==> config.mk <==
export PLATFORM = sky130hd
export DESIGN_NAME = arf_regs
export DESIGN_NICKNAME = d
export VERILOG_FILES = /design/src/core/arf_pkg.sv /design/src/core/arf_regs.sv
export SDC_FILE = /design/constraint.sdc
export NUM_CORES = 1
export LEC_CHECK = 0
export BUFFER_PORTS_ARGS = -buffer_cell sky130_fd_sc_hd__buf_2
export CORE_AREA = 2 2 90 92
export DETAILED_ROUTE_END_ITERATION = 8
export DIE_AREA = 0 0 92 94
export HOLD_SLACK_MARGIN = 0.1
export PLACE_DENSITY = 0.84
export SLEW_MARGIN = 20
export SYNTH_ARGS = -nofsm -noshare
export SYNTH_HDL_FRONTEND = slang
export SYNTH_SLANG_ARGS = --single-unit
==> constraint.sdc <==
create_clock -name clk -period 5.16 [get_ports clk]
set_input_delay 0.774 -clock clk [delete_from_list [all_inputs] [get_ports clk]]
set_output_delay 0.774 -clock clk [all_outputs]
set_load 0.03 [all_outputs]
==> src/core/arf_pkg.sv <==
// Constants for the ADC result format and control register block
package arf_pkg;
    localparam logic [31:0] ARF_OFS_CTRL0 = 32'h0000_0000;
    localparam logic [31:0] ARF_OFS_CTRL1 = 32'h0000_0004;
    localparam logic [31:0] ARF_OFS_RES_HI = 32'h0000_0008;
    localparam logic [31:0] ARF_OFS_RES_LO = 32'h0000_000C;
    localparam int ARF_CH_LSB = 2;
    localparam int ARF_GO_BIT = 1;
    localparam int ARF_EN_BIT = 0;
    localparam int ARF_FMT_BIT = 7;
    localparam int ARF_CS_LSB = 4;
    localparam int ARF_NREF_BIT = 2;
    localparam int ARF_PREF_LSB = 0;
    localparam logic [7:0] ARF_CTRL0_RST = 8'h00;
    localparam logic [7:0] ARF_CTRL1_RST = 8'h00;
    localparam logic [7:0] ARF_CTRL0_MASK = 8'h7F;
    localparam logic [7:0] ARF_CTRL1_MASK = 8'hF7;
    localparam logic [1:0] ARF_RESP_OKAY = 2'h0;
    localparam logic [1:0] ARF_RESP_SLVERR = 2'h2;
endpackage

==> src/core/arf_regs.sv <==
// ADC result formatting and control registers behind an AXI4-Lite slave
//
// The implementer's own choices: the placing of the registers and the AXI4-Lite slave port.
module arf_regs
    import arf_pkg::*;
(
    input wire logic clk,
    input wire logic sys_rst,
    input wire logic por_rst,
    input wire logic [31:0] s_axi_awaddr,
    input wire logic s_axi_awvalid,
    output logic s_axi_awready,
    input wire logic [31:0] s_axi_wdata,
    input wire logic [3:0] s_axi_wstrb,
    input wire logic s_axi_wvalid,
    output logic s_axi_wready,
    output logic [1:0] s_axi_bresp,
    output logic s_axi_bvalid,
    input wire logic s_axi_bready,
    input wire logic [31:0] s_axi_araddr,
    input wire logic s_axi_arvalid,
    output logic s_axi_arready,
    output logic [31:0] s_axi_rdata,
    output logic [1:0] s_axi_rresp,
    output logic s_axi_rvalid,
    input wire logic s_axi_rready,
    input wire logic conv_done,
    input wire logic [9:0] conversion_result,
    output logic conv_start,
    output logic converter_enable,
    output logic [4:0] channel_sel,
    output logic [2:0] conv_clock_sel,
    output logic neg_ref_sel,
    output logic [1:0] pos_ref_sel
);
    logic aw_have_q;
    logic [31:0] awaddr_q;
    logic w_have_q;
    logic [7:0] wdata_q;
    logic wstrb0_q;
    logic [7:0] ctrl0_q;
    logic go_q;
    logic [7:0] ctrl1_q;
    logic [7:0] res_hi_q;
    logic [7:0] res_lo_q;
    logic aw_take;
    logic w_take;
    logic ar_take;
    logic wr_fire;
    logic wr_hit;
    logic wr_ctrl0;
    logic wr_ctrl1;
    logic wr_res_hi;
    logic wr_res_lo;
    logic done_evt;
    logic fmt_right;
    logic [31:0] rd_word;
    logic rd_known;

    // Address decode shared by the write response
    function automatic logic known_addr(
        input logic [31:0] a
    );
        return (a == ARF_OFS_CTRL0)
            || (a == ARF_OFS_CTRL1)
            || (a == ARF_OFS_RES_HI)
            || (a == ARF_OFS_RES_LO);
    endfunction

    // High result byte for the selected justification
    function automatic logic [7:0] fmt_high(
        input logic [9:0] res,
        input logic right
    );
        logic [7:0] val;
        if (right) begin
            val = {6'h00, res[9:8]};
        end else begin
            val = res[9:2];
        end
        return val;
    endfunction

    // Low result byte for the selected justification
    function automatic logic [7:0] fmt_low(
        input logic [9:0] res,
        input logic right
    );
        logic [7:0] val;
        if (right) begin
            val = res[7:0];
        end else begin
            val = {res[1:0], 6'h00};
        end
        return val;
    endfunction

    // Byte-wide register placed in the low byte of a bus word
    function automatic logic [31:0] bus_word(
        input logic [7:0] b
    );
        return {24'h00_0000, b};
    endfunction

    // Ready while the holding register is empty and no response waits
    assign s_axi_awready = !aw_have_q && !s_axi_bvalid;
    assign s_axi_wready = !w_have_q && !s_axi_bvalid;
    assign s_axi_arready = !s_axi_rvalid;
    assign aw_take = s_axi_awvalid && s_axi_awready;
    assign w_take = s_axi_wvalid && s_axi_wready;
    assign ar_take = s_axi_arvalid && s_axi_arready;

    // Write commits once both address and data are held
    assign wr_fire = aw_have_q && w_have_q && !s_axi_bvalid;
    assign wr_hit = wr_fire && wstrb0_q;
    assign wr_ctrl0 = wr_hit && (awaddr_q == ARF_OFS_CTRL0);
    assign wr_ctrl1 = wr_hit && (awaddr_q == ARF_OFS_CTRL1);
    assign wr_res_hi = wr_hit && (awaddr_q == ARF_OFS_RES_HI);
    assign wr_res_lo = wr_hit && (awaddr_q == ARF_OFS_RES_LO);

    // Conversion end only counts while the start bit is set
    assign done_evt = go_q && conv_done;
    assign fmt_right = ctrl1_q[ARF_FMT_BIT];

    // Write address holding flag
    always_ff @(posedge clk) begin
        if (sys_rst) begin
            aw_have_q <= 1'b0;
        end else if (aw_take) begin
            aw_have_q <= 1'b1;
        end else if (wr_fire) begin
            aw_have_q <= 1'b0;
        end
    end

    // Write address capture
    always_ff @(posedge clk) begin
        if (sys_rst) begin
            awaddr_q <= 32'h0000_0000;
        end else if (aw_take) begin
            awaddr_q <= s_axi_awaddr;
        end
    end

    // Write data holding flag
    always_ff @(posedge clk) begin
        if (sys_rst) begin
            w_have_q <= 1'b0;
        end else if (w_take) begin
            w_have_q <= 1'b1;
        end else if (wr_fire) begin
            w_have_q <= 1'b0;
        end
    end

    // Only byte 0 of the write data is used
    always_ff @(posedge clk) begin
        if (sys_rst) begin
            wdata_q <= 8'h00;
        end else if (w_take) begin
            wdata_q <= s_axi_wdata[7:0];
        end
    end

    // Byte 0 strobe; a write without it changes nothing
    always_ff @(posedge clk) begin
        if (sys_rst) begin
            wstrb0_q <= 1'b0;
        end else if (w_take) begin
            wstrb0_q <= s_axi_wstrb[0];
        end
    end

    // Write response valid
    always_ff @(posedge clk) begin
        if (sys_rst) begin
            s_axi_bvalid <= 1'b0;
        end else if (wr_fire) begin
            s_axi_bvalid <= 1'b1;
        end else if (s_axi_bready) begin
            s_axi_bvalid <= 1'b0;
        end
    end

    // Write response code
    always_ff @(posedge clk) begin
        if (sys_rst) begin
            s_axi_bresp <= ARF_RESP_OKAY;
        end else if (wr_fire) begin
            s_axi_bresp <= known_addr(awaddr_q) ? ARF_RESP_OKAY : ARF_RESP_SLVERR;
        end
    end

    // Control register 0
    always_ff @(posedge clk) begin
        if (sys_rst) begin
            ctrl0_q <= ARF_CTRL0_RST;
        end else if (wr_ctrl0) begin
            ctrl0_q <= wdata_q & ARF_CTRL0_MASK;
        end
    end

    // Start/done bit; conversion end beats a same-cycle write
    always_ff @(posedge clk) begin
        if (sys_rst) begin
            go_q <= 1'b0;
        end else if (done_evt) begin
            go_q <= 1'b0;
        end else if (wr_ctrl0) begin
            go_q <= wdata_q[ARF_GO_BIT];
        end
    end

    // Control register 1
    always_ff @(posedge clk) begin
        if (sys_rst) begin
            ctrl1_q <= ARF_CTRL1_RST;
        end else if (wr_ctrl1) begin
            ctrl1_q <= wdata_q & ARF_CTRL1_MASK;
        end
    end

    // Result high survives sys_rst; only power-on reset touches it
    always_ff @(posedge clk) begin
        if (por_rst) begin
            res_hi_q <= 8'h00;
        end else if (done_evt) begin
            res_hi_q <= fmt_high(conversion_result, fmt_right);
        end else if (wr_res_hi) begin
            res_hi_q <= wdata_q;
        end
    end

    // Result low survives sys_rst; only power-on reset touches it
    always_ff @(posedge clk) begin
        if (por_rst) begin
            res_lo_q <= 8'h00;
        end else if (done_evt) begin
            res_lo_q <= fmt_low(conversion_result, fmt_right);
        end else if (wr_res_lo) begin
            res_lo_q <= wdata_q;
        end
    end

    // Read data selection; unmapped reads return zero
    always_comb begin
        rd_word = 32'h0000_0000;
        rd_known = 1'b1;
        unique case (s_axi_araddr)
            ARF_OFS_CTRL0: begin
                rd_word = bus_word({ctrl0_q[7:2], go_q, ctrl0_q[0]});
            end
            ARF_OFS_CTRL1: begin
                rd_word = bus_word(ctrl1_q);
            end
            ARF_OFS_RES_HI: begin
                rd_word = bus_word(res_hi_q);
            end
            ARF_OFS_RES_LO: begin
                rd_word = bus_word(res_lo_q);
            end
            default: begin
                rd_known = 1'b0;
            end
        endcase
    end

    // Read response valid
    always_ff @(posedge clk) begin
        if (sys_rst) begin
            s_axi_rvalid <= 1'b0;
        end else if (ar_take) begin
            s_axi_rvalid <= 1'b1;
        end else if (s_axi_rready) begin
            s_axi_rvalid <= 1'b0;
        end
    end

    // Read response code
    always_ff @(posedge clk) begin
        if (sys_rst) begin
            s_axi_rresp <= ARF_RESP_OKAY;
        end else if (ar_take) begin
            s_axi_rresp <= rd_known ? ARF_RESP_OKAY : ARF_RESP_SLVERR;
        end
    end

    // Read data, held until the response is accepted
    always_ff @(posedge clk) begin
        if (sys_rst) begin
            s_axi_rdata <= 32'h0000_0000;
        end else if (ar_take) begin
            s_axi_rdata <= rd_word;
        end
    end

    // Acquisition wait before start is left to software
    assign conv_start = go_q;
    assign converter_enable = ctrl0_q[ARF_EN_BIT];
    assign channel_sel = ctrl0_q[6:ARF_CH_LSB];
    assign conv_clock_sel = ctrl1_q[6:ARF_CS_LSB];
    assign neg_ref_sel = ctrl1_q[ARF_NREF_BIT];
    assign pos_ref_sel = ctrl1_q[1:ARF_PREF_LSB];
endmodule

## After elaboration in Yosys (flattened, before gate mapping)

Cells that the tools add are included.

| word-level totals | value |
|---|---|
| register bits after elaboration | 112 |
| output and inout port bits | 54 |

| operators by class | value |
|---|---|
| equal/unequal tests | 6 |
| mux-type cells | 17 |
| reduce and logical (&&, ||, !) cells | 30 |

Operators with widths:

| operator | number |
|---|---|
| 32-bit by 4-bit equality test with 1-bit output, second input constant | 4 |
| 32-bit by 3-bit equality test with 1-bit output, second input constant | 2 |
| 32-bit zero test | 2 |
| 8-bit two-way mux | 6 |
| 8-bit one-hot mux with 4 select lines | 1 |
| 1-bit logical AND | 13 |
| 2-bit nonzero test | 6 |
| 1-bit two-way mux | 8 |
| 1-bit zero test | 4 |
| 2-bit two-way mux | 2 |
| 4-bit OR reduction | 1 |
| 1-bit logical OR | 3 |
| 2-bit OR reduction | 1 |

## Logic depth before layout (Yosys ltp)

| logic depth | value |
|---|---|
| word-level depth | 6 |
| mapped depth | 7 |

## Worst setup path before layout

OpenSTA, ideal clock, no wires.

| timing path | value |
|---|---|
| kind | input -> register |
| start point | input port s_axi_araddr[13] |
| end point | register s_axi_rdata[0] |
| library setup time | 0.065 ns |
| data arrival time | 2.199 ns |
| required time | 5.095 ns |
| path slack | 2.896 ns |
| stages | 5 |
| path buffers | 0 |
| cell sequence | or4_1 or4_4 nor3_4 a22oi_1 nor2_1 |

| between the ends | value |
|---|---|
| word-level cells in the longest chain between the ends | 2 |

Ends and longest elaborated chain:

| what | line | source |
|---|---|---|
| from (decl) | arf_regs.sv:20 | `input wire logic [31:0] s_axi_araddr,` |
| 32-bit by 4-bit equality test with 1-bit output, or another cell as far along | arf_regs.sv:249 | `unique case (s_axi_araddr)` |
| 8-bit one-hot mux with 4 select lines (*) | arf_regs.sv:249 |  |
| to (signal assigned) | arf_regs.sv:293 | `s_axi_rdata <= rd_word;` |
| to (decl) | arf_regs.sv:23 | `output logic [31:0] s_axi_rdata,` |

Every way passes the cells marked *; elsewhere a longest branch is shown, timed or not.
A chain may end at the register's enable or synchronous reset.

## Worst setup path in the final report

| timing path | value |
|---|---|
| start point | register awaddr_q[1] |
| end point | register res_lo_q[0] |

| between the ends | value |
|---|---|
| word-level cells in the longest chain between the ends | 3 |

Ends and longest elaborated chain:

| what | line | source |
|---|---|---|
| from (decl) | arf_regs.sv:37 | `logic [31:0] awaddr_q;` |
| from (signal assigned) | arf_regs.sv:141 | `awaddr_q <= s_axi_awaddr;` |
| 32-bit by 4-bit equality test with 1-bit output | arf_regs.sv:119 | `assign wr_res_lo = wr_hit && (awaddr_q == ARF_OFS_RES_LO);` |
| 1-bit logical AND | arf_regs.sv:119 |  |
| 2-bit nonzero test (no source line) | -- |  |
| to (signal assigned) | arf_regs.sv:239 | `res_lo_q <= fmt_low(conversion_result, fmt_right);` |
| to (signal assigned) | arf_regs.sv:241 | `res_lo_q <= wdata_q;` |
| to (decl) | arf_regs.sv:45 | `logic [7:0] res_lo_q;` |

No other way between the ends.

==> metrics list <==
* Final setup slack of the worst path: between 2 and 3 ns
- The startpoint identified for the worst register-to-register timing path is awaddr_q[1].
- The number of failing hold endpoints at the final stage came to 0.
- For this design, the CTS-stage hold fixing added 0 buffers.
- Number of standard cells after synthesis: approximately 450
* Library cell with the highest instance count after synthesis: sky130_fd_sc_hd__nand2_1
- Relative to the synthesized area, the layout overhead comes to 17.9%.
- Core area: around 7600 um2
* Sequential-to-total area share from yosys stat: 44.8%
- Share of final-layout standard cells stronger than drive strength 1: between 20% and 30%
- Number of nets with antenna violations after detailed routing: 0
- Count of fill cells added during filler insertion: approximately 690
- In the synthesized netlist the dominant register cell turns out to be sky130_fd_sc_hd__dfxtp_1.
- Largest buffer count on any clock path: 2
* Initial antenna violation count: 0
- Via-per-instance ratio: between 5 and 6
- Number of H-tree branching levels: 3
* Detailed-routing iteration count for the pre-antenna-repair pass: 5
- Final setup viols: 0
- Top cell type's share of synthesized area: between 40 and 50%
* Internal reg-to-reg setup slack: ~3.0 ns
- Overall routed net length: 9380 um
- After detailed routing, the average wire length per cell comes to ~14 um.
- After clock tree synthesis, the clock-pin slew on the worst setup and hold paths is 0.09 ns.
* Cells taking the most area after synthesis: sky130_fd_sc_hd__dfxtp_1 (45%), sky130_fd_sc_hd__nand2_1 (8.9%), sky130_fd_sc_hd__a21oi_1 (7.9%), sky130_fd_sc_hd__buf_4 (6.1%), sky130_fd_sc_hd__mux2i_1 (4.5%)
- CTS tree: built
- Sorting the synthesized cells by how often they occur yields sky130_fd_sc_hd__nand2_1 (90), sky130_fd_sc_hd__dfxtp_1 (85), sky130_fd_sc_hd__a21oi_1 (60).
* End point of the worst hold path: awaddr_q[9]
- Setup repair after global routing left no endpoint under its margin.
* Number of resized instances in the post-cts repair step: 0
* Result of the run: complete, no violations
- Peak supply drop: roughly 0.18 mV
- Number of top-level pins: 173
- Setup_tns: 0 ns
- The cell that appears most often on the critical path is sky130_fd_sc_hd__and4_1.
- Buffers placed on the I/O ports in this run total 119.
- The clock net in this run drives a total of 85 sinks.
- The first global-routing pass estimated approximately 15000 um of wire.
- At the end of the flow, the number of nets in the layout was roughly 670.
- Pre-CTS WS: 2.63 ns
- Cell type group with the largest total delay on the critical path: simple AND/OR/NAND/NOR gates
- Launching element type of the critical path: register
- Number of cells on the worst reg-to-reg path: 5
- Hold Path Stages: 2
- In this run, synthesis inferred 0 flip-flops with an integrated enable.
- In this run the cell area of the synthesized design comes to roughly 3800 um2.
- The number of slew-limit violations in the final report was 0.
- Max-cap violations in this run came to 0.
- After global routing the overflow that remains totals 0.
- DRC violation total after the first TritonRoute iteration: 215
- The die covers slightly below 9000 um2.
- The via count of the first global-routing pass came to approximately 3300.
- The tightest min-delay check is of the reg2reg type.
* Final Critical Period: between 2 and 2.5 ns
- Timing would allow up to between 0.4 and 0.5 GHz.
* Relative slew slack: 30.4%
* Worst stage delay on the critical path: roughly 0.50 ns
- Worst Clk Skew: about 0.015 ns
- From left edge to right edge, the die measures around 92 um.
- Counting flops with an async set or reset pin after synthesis yields a share of 0%.
- All-layer global routing usage: 21.8%
- Detailed routing inserted a total of between 3000 and 4000 vias.
* Number of rows in the core area: 32
- Entering global routing, the biggest net connects 70 pins.
- Number of buffers created by CTS: 9
- At the end of routability-driven placement, the weighted congestion stood at 0.901.
- From bottom edge to top edge, the die measures between 90 and 100 um.
- After synthesis, the netlist uses 36 different library cells.
- WP data required: roughly 5.4 ns
* Category of the critical setup timing path: reg2reg
* Final standard cell utilization of the core: around 59%
- The worst hold path begins at awaddr_q[9].
- Areal power density over the cells: roughly 300 nW/um2
- For the pin with the worst max-slew slack, the measured transition is around 1.0 ns.
- Post-route DRC: 0
* Number of warnings issued by yosys: 0
* Top fanout value on the critical path: 9
- Summed over all nets, the half-perimeter wirelength after detailed placement is roughly 7000 um.
- Summing internal, switching and leakage power gives 1360 uW.
- Slowest cell on crit path: sky130_fd_sc_hd__and4_1
- Leakage Power: between 0.002 and 0.0025 uW
- Critical path capture point type: register
- Clock root cell: sky130_fd_sc_hd__clkbuf_8
* Critical path buffers and inverters: 0
* Cell accounting for the most synthesized area: sky130_fd_sc_hd__dfxtp_1
- At the later pin of the worst-skew pair, clock insertion delay measures approximately 0.36 ns.
* Final critical-path share of the clock period: 42.3%
- Data on the critical path arrives at its endpoint at approximately 2.4 ns.
- 0 antenna diodes ended up in the layout.
* Buffer count from post-CTS setup fixing: 0
* Number of synthesized register bits: 85
- Post-synthesis average cell area: approximately 8.4 um2
- Worst R2R End: res_lo_q[0]
- Starting Density: around 50%
- Critical path, cell by cell: nor4_1, and4_1, and4_1, nor3_1, a2111oi_0
==> worst min-delay path: stages (launching register included) <==
cell	delay (ns)
sky130_fd_sc_hd__dfxtp_1	0.32
sky130_fd_sc_hd__nand2_1	0.05
sky130_fd_sc_hd__a21oi_1	0.05
==> sequential cells by signal (all words and copies together), names as in the netlist <==
signal,cells
ctrl0_q,6
conv_start,1
s_axi_rvalid,1
res_hi_q,8
s_axi_rdata,8
s_axi_bresp,1
wdata_q,8
s_axi_rresp,1
ctrl1_q,7
aw_have_q,1
res_lo_q,8
awaddr_q,32
wstrb0_q,1
s_axi_bvalid,1
w_have_q,1
==> layout make-up <==
| type | instances | area, um2 | share of cell area (%) |
|---|---|---|---|
| Inverter | 4 | 15.0 | 0.336 |
| Sequential cell | 85 | 1700 | 38.0 |
| Clock inverter | 7 | 81.3 | 1.82 |
| Tap cell | 102 | 128 | 2.85 |
| Timing Repair Buffer | 119 | 598 | 13.4 |
| Multi-Input combinational cell | 328 | 1830 | 40.8 |
| Clock buffer | 9 | 124 | 2.77 |
==> kinds of logic after synthesis <==
group           synth area share [%]
simple gates                    22.0
compound gates                  14.9
flops                           44.8
buf+inv                         9.53
mux                             8.64
other cells                   0.0988
==> power by group <==
part,switching (uW),internal (uW)
clock,258,232
sequential,18.4,681
combinational,108,58.4
==> placed cells by master, fill, tap and decap left out, types with 2 or more instances in the layout <==
cell                        synthesis  routed
sky130_fd_sc_hd__mux2i_1           17      17
sky130_fd_sc_hd__buf_2              4     118
sky130_fd_sc_hd__a22oi_1           12      12
sky130_fd_sc_hd__a211oi_1           7       7
sky130_fd_sc_hd__dfxtp_1           85      85
sky130_fd_sc_hd__mux4_2             6       6
sky130_fd_sc_hd__nand2b_1           3       3
sky130_fd_sc_hd__and3_1             2       2
sky130_fd_sc_hd__nand4_1            2       2
sky130_fd_sc_hd__nand3_1            7       7
sky130_fd_sc_hd__a2111oi_0          3       3
sky130_fd_sc_hd__inv_6              0       3
sky130_fd_sc_hd__nand2_1           90      90
sky130_fd_sc_hd__conb_1             1      26
sky130_fd_sc_hd__a21oi_1           60      60
sky130_fd_sc_hd__and4_1             3       3
sky130_fd_sc_hd__a22o_1             5       5
sky130_fd_sc_hd__o21ai_0            5       5
sky130_fd_sc_hd__nor4_1            13      13
sky130_fd_sc_hd__a211o_1            2       2
sky130_fd_sc_hd__inv_1              4       4
sky130_fd_sc_hd__nor2b_1            2       2
sky130_fd_sc_hd__clkbuf_8           0       9
sky130_fd_sc_hd__and2_1             3       3
sky130_fd_sc_hd__mux2_2             2       2
sky130_fd_sc_hd__nor2_1            32      32
sky130_fd_sc_hd__nor3_1            18      18
==> through the flow <==
stage	area (um2)	hold WS [ns]	std cells
after CTS	4470	0.459	654
after global placement	4270	0.444	638
final	4470	0.459	654
after floorplan	3890	0.436	477
after global routing	4470	0.476	654
after detailed placement	4270	0.447	638
==> how the worst max path moves through the flow <==
stage                           from  slack, ns  cells past startpoint        endpoint
finish                   awaddr_q[1]       2.98                      5     res_lo_q[0]
global route            awaddr_q[12]       2.77                      5     res_lo_q[0]
CTS                 s_axi_araddr[13]       2.99                      6  s_axi_rdata[0]
detailed placement  s_axi_araddr[13]       2.63                      6  s_axi_rdata[0]
global placement    s_axi_araddr[13]       2.68                      6  s_axi_rdata[5]
floorplan           s_axi_araddr[13]       2.90                      5  s_axi_rdata[0]
==> metal layers <==
layer  up-vias  part of all wire, %  GRT usage [%]
met5         -                    0              0
met4         0                  1.6           8.58
met3        15                  6.6           4.74
met2       146                   50           38.6
met1      1633                   42           25.9
li1       1718                    -              -
(Power assumes the default switching activity.)
